## src/verilog/force_pkg.sv

```systemverilog
package force_pkg;
    // Register map, byte addresses
    localparam logic [7:0] OFF_INJECT = 8'h0C;
    localparam logic [7:0] OFF_IRQ_STATUS = 8'h40;
    localparam logic [7:0] OFF_IRQ_ENABLE = 8'h44;
    localparam logic [7:0] OFF_IRQ_CLEAR = 8'h48;
    localparam logic [7:0] OFF_PRESENT = 8'h4C;
    localparam logic [7:0] OFF_EVENT = 8'h50;
    // Injection register fields
    localparam int POS_RETEST = 14;
    localparam int POS_VOLT_LO = 10;
    localparam int POS_VOLT_HI = 13;
    localparam int POS_SUPPLY = 9;
    localparam int POS_LOSS = 8;
    localparam int POS_UNREC = 7;
    localparam int POS_WIDE = 5;
    localparam int POS_NARROW = 4;
    localparam int POS_EVT_HI = 3;
    // Present-state bits the injection register may overwrite
    localparam logic [31:0] PRESENT_FORCE_MASK = 32'h0000_3FB0;
    localparam logic [31:0] INJECT_RESET = 32'h0000_0000;
    localparam logic [3:0] EVENT_RESET = 4'h0;
    localparam logic [31:0] PRESENT_RESET = 32'h0000_0000;
    localparam logic [3:0] IRQ_ENABLE_RESET = 4'h0;
endpackage

```

## src/verilog/force_bus_if.sv

```systemverilog
interface force_bus_if;
    logic        wr;
    logic [31:0] wdata;
    logic [3:0]  sel;
    logic [31:0] present;
    logic [3:0]  events;
    logic        retest;
    logic        volt_lock;
    modport ctl (output wr, output wdata, output sel, input present, input events,
                 input retest, input volt_lock);
    modport core (input wr, input wdata, input sel, output present, output events,
                  output retest, output volt_lock);
endinterface

```

## src/verilog/socket_force_event_logic.sv

```systemverilog
// Operation
// Bits 31 to 15 of injection register read zero, writes ignored.
// Retest bit starts interrogation, refreshes present state, re-enables power control.
// Software writes retest together with any interrogation-dependent force.
// Forced card-voltage bits load the matching present-state bits.
// Any forced voltage bit set disables power control until retest.
// Forced invalid-supply bit loads the present-state flag.
// Forced data-loss bit loads the present-state flag.
// Forced unrecognised-card bit loads the present-state flag.
// Bit 6 reads zero and ignores writes.
// Forced wide-card bit loads the wide-card detected bit.
// Forced narrow-card bit loads the narrow-card detected bit.
// Forced power bit sets power event, powered status unchanged.
// Forced detect bits set detect events, live levels unchanged.
// Forced status bit sets status event, live level unchanged.
// Injection register decoded at 0x0C, resets to zero.
// Card type bits change only by interrogation or forced write.
// All write-only force bits read zero.
// Forced events reach interrupt logic like real ones.
module socket_force_event_logic (
    // Clock and reset
    input  wire logic         clk_sys,
    input  wire logic         reset,
    // Wishbone slave
    input  wire logic         wb_cyc_i,
    input  wire logic         wb_stb_i,
    input  wire logic         wb_we_i,
    input  wire logic [7:0]   wb_adr_i,
    input  wire logic [3:0]   wb_sel_i,
    input  wire logic [31:0]  wb_dat_i,
    output logic [31:0]       wb_dat_o,
    output logic              wb_ack_o,
    // Interrogation engine
    input  wire logic         interrog_done,
    input  wire logic [31:0]  interrog_present,
    output logic              interrog_start,
    // Socket side
    input  wire logic [3:0]   socket_event_in,
    output logic [31:0]       present_state,
    output logic [3:0]        socket_events,
    output logic              power_ctrl_enable,
    // Interrupt
    output logic              irq
);
    force_bus_if link ();
    logic        ack_q, ack_d;
    logic [31:0] rdata_q, rdata_d;
    logic [3:0]  en_q, en_d;
    logic [3:0]  clr;
    logic        req;

    ////////////////////////////////////////////////////////////////////////////
    // Bus decode; one wait state keeps read data registered
    assign req = wb_cyc_i && wb_stb_i && !ack_q;
    assign link.wr = req && wb_we_i && wb_adr_i == force_pkg::OFF_INJECT;
    assign link.wdata = wb_dat_i & 32'h0000_7FBF;
    assign link.sel = wb_sel_i;
    assign clr = (req && wb_we_i && wb_adr_i == force_pkg::OFF_IRQ_CLEAR && wb_sel_i[0])
                 ? wb_dat_i[3:0] : 4'h0;

    always_comb begin
        ack_d = req;
        en_d = en_q;
        rdata_d = 32'h0000_0000;
        if (req && wb_we_i && wb_adr_i == force_pkg::OFF_IRQ_ENABLE && wb_sel_i[0]) begin
            en_d = wb_dat_i[3:0];
        end
        if (req && !wb_we_i) begin
            unique case (wb_adr_i)
                force_pkg::OFF_INJECT:     rdata_d = force_pkg::INJECT_RESET;
                force_pkg::OFF_IRQ_STATUS: rdata_d = {28'h0000000, link.events};
                force_pkg::OFF_IRQ_ENABLE: rdata_d = {28'h0000000, en_q};
                force_pkg::OFF_PRESENT:    rdata_d = link.present;
                force_pkg::OFF_EVENT:      rdata_d = {27'h0000000, link.volt_lock, 4'h0};
                default:                   rdata_d = 32'h0000_0000;
            endcase
        end
    end

    // Bus registers
    always_ff @(posedge clk_sys) begin
        if (reset) begin
            ack_q   <= 1'b0;
            rdata_q <= 32'h0000_0000;
            en_q    <= force_pkg::IRQ_ENABLE_RESET;
        end else begin
            ack_q   <= ack_d;
            rdata_q <= rdata_d;
            en_q    <= en_d;
        end
    end

    force_core u_core (
        .clk_sys          (clk_sys),
        .reset            (reset),
        .interrog_done    (interrog_done),
        .interrog_present (interrog_present),
        .socket_event_in  (socket_event_in),
        .event_clear      (clr),
        .bus              (link.core)
    );

    ////////////////////////////////////////////////////////////////////////////
    // Outputs
    assign wb_ack_o = ack_q;
    assign wb_dat_o = rdata_q;
    assign interrog_start = link.retest;
    assign present_state = link.present;
    assign socket_events = link.events;
    assign power_ctrl_enable = !link.volt_lock;
    assign irq = |(link.events & en_q);

    ack_one_a: assert property (@(posedge clk_sys) disable iff (reset)
        wb_cyc_i && wb_stb_i && !ack_q |=> ack_q ##1 !ack_q)
        else $error("ack not single cycle");
    read_zero_a: assert property (@(posedge clk_sys) disable iff (reset)
        req && !wb_we_i && wb_adr_i == 8'h0C |=> wb_dat_o == 32'h0)
        else $error("injection register read nonzero");
    // A forced status event on enabled bit 0 must raise the interrupt like a real one
    irq_follow_a: assert property (@(posedge clk_sys) disable iff (reset)
        link.wr && link.wdata[0] && wb_sel_i[0] && en_q[0] |=> irq)
        else $error("irq mismatch");
    wr_cov: cover property (@(posedge clk_sys) link.wr);
    irq_cov: cover property (@(posedge clk_sys) irq);
endmodule // socket_force_event_logic

```

## src/verilog/force_core.sv

```systemverilog
module force_core (
    // Clock and reset
    input  wire logic  clk_sys,
    input  wire logic  reset,
    // Interrogation result
    input  wire logic         interrog_done,
    input  wire logic [31:0]  interrog_present,
    // Real socket events
    input  wire logic [3:0]   socket_event_in,
    input  wire logic [3:0]   event_clear,
    // Link to bus side
    force_bus_if.core         bus
);
    logic [31:0] present_q, present_d;
    logic [3:0]  events_q, events_d;
    logic        lock_q, lock_d;
    logic        retest_q, retest_d;
    logic [31:0] w;

    // Only byte-enabled lanes count as written
    always_comb begin
        w = bus.wdata & {{8{bus.sel[3]}}, {8{bus.sel[2]}}, {8{bus.sel[1]}}, {8{bus.sel[0]}}};
        present_d = present_q;
        events_d = (events_q | socket_event_in) & ~event_clear;
        lock_d = lock_q;
        retest_d = 1'b0;
        if (interrog_done) begin
            present_d = interrog_present;
            lock_d = 1'b0;
        end
        if (bus.wr && bus.sel[1] && w[force_pkg::POS_RETEST]) begin
            retest_d = 1'b1;
        end
        if (bus.wr) begin
            // Forced values override card fields; live pin bits untouched
            present_d = (present_d & ~mask_of(bus.sel)) | (w & mask_of(bus.sel));
            // Forced events behave like real ones, set wins over clear
            events_d = events_d | w[force_pkg::POS_EVT_HI:0];
            if (|w[force_pkg::POS_VOLT_HI:force_pkg::POS_VOLT_LO]) begin
                lock_d = 1'b1;
            end
        end
        events_d = events_d | socket_event_in;
    end

    // Bits of present state selected by written lanes
    function automatic logic [31:0] mask_of(input logic [3:0] s);
        mask_of = force_pkg::PRESENT_FORCE_MASK
                  & {{8{s[3]}}, {8{s[2]}}, {8{s[1]}}, {8{s[0]}}};
    endfunction

    // State registers
    always_ff @(posedge clk_sys) begin
        if (reset) begin
            present_q <= force_pkg::PRESENT_RESET;
            events_q  <= force_pkg::EVENT_RESET;
            lock_q    <= 1'b0;
            retest_q  <= 1'b0;
        end else begin
            present_q <= present_d;
            events_q  <= events_d;
            lock_q    <= lock_d;
            retest_q  <= retest_d;
        end
    end

    assign bus.present = present_q;
    assign bus.events = events_q;
    assign bus.retest = retest_q;
    assign bus.volt_lock = lock_q;

    // Write with card-voltage bit set locks power control next cycle
    lock_after_force_a: assert property (@(posedge clk_sys) disable iff (reset)
        bus.wr && (|w[13:10]) |=> lock_q)
        else $error("power control not locked after forced voltage");
    retest_pulse_a: assert property (@(posedge clk_sys) disable iff (reset)
        bus.wr && bus.sel[1] && w[14] |=> retest_q ##1 !retest_q)
        else $error("retest not a single pulse");
    unlock_done_a: assert property (@(posedge clk_sys) disable iff (reset)
        interrog_done && !bus.wr |=> !lock_q)
        else $error("lock not released by interrogation");
    event_force_a: assert property (@(posedge clk_sys) disable iff (reset)
        bus.wr && w[0] |=> events_q[0])
        else $error("forced status event lost");
    event_detect_a: assert property (@(posedge clk_sys) disable iff (reset)
        bus.wr && (w[2] || w[1]) |=> (events_q[2] || events_q[1]))
        else $error("forced detect event lost");
    power_event_a: assert property (@(posedge clk_sys) disable iff (reset)
        bus.wr && w[3] && !interrog_done |=> events_q[3] && present_q[3] == $past(present_q[3]))
        else $error("forced power event wrong");
    card_stable_a: assert property (@(posedge clk_sys) disable iff (reset)
        !bus.wr && !interrog_done |=> $stable(present_q[5:4]))
        else $error("card type changed spontaneously");
    force_load_a: assert property (@(posedge clk_sys) disable iff (reset)
        bus.wr && bus.sel[0] && !interrog_done
        |=> present_q[5:4] == $past(w[5:4]) && present_q[6] == $past(present_q[6]))
        else $error("forced card type not loaded");
    force_cov: cover property (@(posedge clk_sys) bus.wr && w[11] ##[1:20] bus.retest);
endmodule // force_core

```

## config.mk

```make
export PLATFORM = sky130hd
export DESIGN_NAME = socket_force_event_logic
export DESIGN_NICKNAME = d
export VERILOG_FILES = /design/src/verilog/force_pkg.sv /design/src/verilog/force_bus_if.sv /design/src/verilog/socket_force_event_logic.sv /design/src/verilog/force_core.sv
export SDC_FILE = /design/constraint.sdc
export NUM_CORES = 1
export LEC_CHECK = 0
export BUFFER_PORTS_ARGS = -buffer_cell sky130_fd_sc_hd__buf_4
export CAP_MARGIN = 20
export CORE_ASPECT_RATIO = 1.5
export CORE_UTILIZATION = 39
export DETAILED_ROUTE_END_ITERATION = 6
export MAX_ROUTING_LAYER = met4
export PLACE_DENSITY = 0.82
export REMOVE_ABC_BUFFERS = 1
export SLEW_MARGIN = 20
export SYNTH_ARGS = -nofsm -noshare
export SYNTH_HDL_FRONTEND = slang
export SYNTH_SLANG_ARGS = --single-unit
```

## constraint.sdc

```tcl
create_clock -name clk_sys -period 1.41 [get_ports clk_sys]
set_clock_uncertainty 0.1 [all_clocks]
set_input_delay 0.2115 -clock clk_sys [delete_from_list [all_inputs] [get_ports clk_sys]]
set_output_delay 0.2115 -clock clk_sys [all_outputs]
set_load 0.01 [all_outputs]
```

==> results by group <==
Worst hold path
  – WHS Endpoint: u_core.bus.retest
  – Worst min path class: in2reg
  – Number of cells on the worst hold path: 2
  – Hold wc startpoint: wb_dat_i[14]

Global route
  – GRT overflow: 0
  – GRT Total Usage: 0.2003
  – Largest net degree at the start of global routing: 44
  – First-pass GRT wire length: 11130 µm
  – Initial antenna violation count: 0
  – Vias in the first global route: 2423

Timing
  – Relative slew slack: 0.6477
  – Setup_tns: -2.880 ns
  – Worst Max-Slew Pin Slew: 0.5284 ns
  – Max Slew Vio Count: 0
  – Fin worst setup slack: -0.1397 ns
  – Ratio of final minimum period to clock period: 1.099
  – Crit path time final: 1.550 ns
  – Hold Violations, Final: 0
  – Fmax: 0.6453 GHz
  – RSZ-0062 raised after global routing: yes
  – Final hold slack: 0.01227 ns
  – Setup-failing EPs final: 38

Floorplanning
  – # IOs: 158
  – Row cnt: 37
  – Die extent in x: 70.32 µm
  – DIE AREA: about 7300 µm²
  – DIE HEIGHT: roughly 100 µm
  – Core ar.: 6805 µm²
  – Initial Utilization: 0.4012

Setup path
  – Critical Path Start: wb_ack_o
  – WP data required: 1.59 ns
  – Reg2Reg Setup Slack: -0.14 ns
  – Worst endpoint data arrival time: 1.73 ns
  – Crit Path Class: reg2reg
  – Worst R2R Path Depth: 3
  – Startpoint Class: register
  – Worst r2r src: wb_ack_o
  – Reg2Reg Capture Point: wb_dat_o[0]
  – Worst Path Max Fanout: 4
  – Worst setup EP type: register

Pwr
  – Sw Ratio: 0.2389
  – Power per cell area: 976.6 nW/µm²
  – Switching pwr: between 1 and 1.5 mW
  – Max IR drop VDD: 0.6539 mV
  – Leak: 2.019 nW
  – Logic gate share of total power: 0.127
  – P_int: 3.225 mW
  – Register share of total power: 0.527
  – Clock share of power: 0.346

Placed design
  – Number of port buffers: between 100 and 150
  – GP Congestion: 0.8181
  – Place WS: -0.1948 ns
  – Post-DP HPWL: 5119 µm

Route
  – Wire per inst: between 10 and 15 µm
  – Number of remaining DRC errors: 0
  – DR vias: 2463
  – Initial DRC count: 84
  – Final WL: 7153 µm
  – Post-route ant nets: 0
  – Vias/cell: 4.906
  – DR pass1 iterations: 4

Clock network
  – CTS tree: yes
  – Worst-path clk slew: 0.07 ns
  – Clock latency on the worst-skew pair: 0.34 ns
  – Clock root cell: clkbuf_8
  – Clock sinks: 75
  – TritonCTS Buffers: 9
  – H-tree level count: 3
  – Max clock buf depth: 2

Logic synthesis
  – FF+latch count, synth: 75
  – Largest area contributor in the netlist: dfxtp_1
  – Main synth FF type: dfxtp_1
  – Most common cell in the netlist: dfxtp_1
  – Syn avg cell area: 10.50 µm²
  – Mapped cell area: 2730 µm²
  – Synth top area cells: dfxtp_1 (55%), mux2i_1 (13%), and2_1 (6.2%)
  – Syn Inst Count: 260
  – Yosys top cell area share: 0.5500
  – Yosys warns: 0
  – Fraction of registers with async set/reset: 0
  – Post-synth top cells: dfxtp_1 (75), nor2_1 (43), mux2i_1 (36)
  – Sequential area share after synthesis: 0.5500
  – Number of synthesized flops with an enable pin: 0
  – Yosys cell types: 31

Final layout
  – Sequential cell area: 1506 µm²
  – FILL cells: 535
  – Layout cells sized above 1: 0.4906
  – Final #Nets: 505
  – Multi-input logic area: 1254 µm²
  – Fin util: 0.6376
  – Area Overhead vs Synth: 58.94%
  – Antenna cell count: 0

Outcome
  – Status: finished with violations
  – Failing checks: setup timing

Job
  – Max cap viols: 0
power groups by stage:
stage                     clock [mW]  sequential (mW)  combinational, mW
after global routing            1.60             2.24              0.579
after detailed placement           0             2.28              0.496
final                           1.46             2.23              0.540
after CTS                       1.51             2.23              0.519
after global placement             0             2.28              0.485
after floorplan                    0             2.30              0.122
critical path, cell delays in order (launching register included):
cell and delay (ns):
dfxtp_2 0.33, or4_4 0.54, or3_4 0.42, nor2_2 0.10
registers in the layout, summed over array words and instances, names as in the netlist:
signal                flops
en_q                      4
u_core.bus.events         4
u_core.bus.present       32
wb_ack_o                  1
u_core.bus.retest         1
u_core.bus.volt_lock      1
wb_dat_o                 32
cell type report:
type                       count  share of cell area
sequential                    75              0.3472
timing repair buffer         164              0.2990
multi-input combinational    168              0.2889
clock buffer                  12             0.03576
tap                           78             0.02249
clock inverter                 4            0.005767
inverter                       1           0.0008651
per-layer routing:
layer / share of wire / global-route usage
met1: 0.39 / 0.2060
met2: 0.54 / 0.3503
met3: 0.047 / 0.02810
met4: 0.030 / 0.1257
met5: 0 / -
repair_timing:
action / 4_1_cts / 5_1_grt
endpoints found under the setup margin: 38 / 48
gates cloned: 0 / 1
resized for setup: 9 / 38
hold buffers: 9 / 0
buffers inserted: 0 / 3
endpoints found under the hold margin: 9 / 0
pin swaps: 6 / 14
cells by family (layout without fill, tap and decap cells):
logic type / after synthesis / in the layout / share of synthesized area
and+or+nand+nor: 99 / 99 / 0.2017
DFF: 75 / 75 / 0.5500
muxes: 40 / 40 / 0.1485
AOI/OAI and AO/OA: 29 / 29 / 0.06737
buffers and inverters: 17 / 181 / 0.03253
worst max path at each step:
stage | cells past startpoint | endpoint | slack [ns]
after global placement | 5 | en_q[2] | -0.17
final | 3 | wb_dat_o[0] | -0.14
after floorplan | 3 | wb_dat_o[10] | -0.20
after global routing | 3 | wb_dat_o[0] | -0.18
after detailed placement | 5 | en_q[1] | -0.19
after CTS | 3 | wb_dat_o[2] | -0.15
metrics by stage:
step	total power, mW	std cells	instance area, µm²
after CTS	4.258	498	4189
after detailed placement	2.774	473	3901
after floorplan	2.421	244	2645
after global routing	4.424	502	4339
after global placement	2.760	473	3901
final	4.237	502	4339
cells in the final DEF, fill, tap and decap left out, types with 2 or more instances in the layout:
cell type / n
nand4_1: 6
a21oi_2: 2
mux2_2: 4
and4_4: 2
buf_12: 2
dlygate4sd3_1: 9
dfxtp_1: 71
buf_6: 5
clkbuf_8: 11
a22oi_2: 2
mux2i_1: 36
nor2_4: 6
buf_4: 148
and2_1: 27
dfxtp_2: 4
clkinv_2: 2
o21ai_1: 3
a22oi_1: 4
a211oi_2: 4
nor4_1: 2
clkinvlp_4: 2
a21oi_1: 7
a211oi_1: 5
nor2_1: 33
nand2_1: 5
nor2_2: 4
nor2b_1: 3
Note: power is estimated with default switching activity, not from simulation.
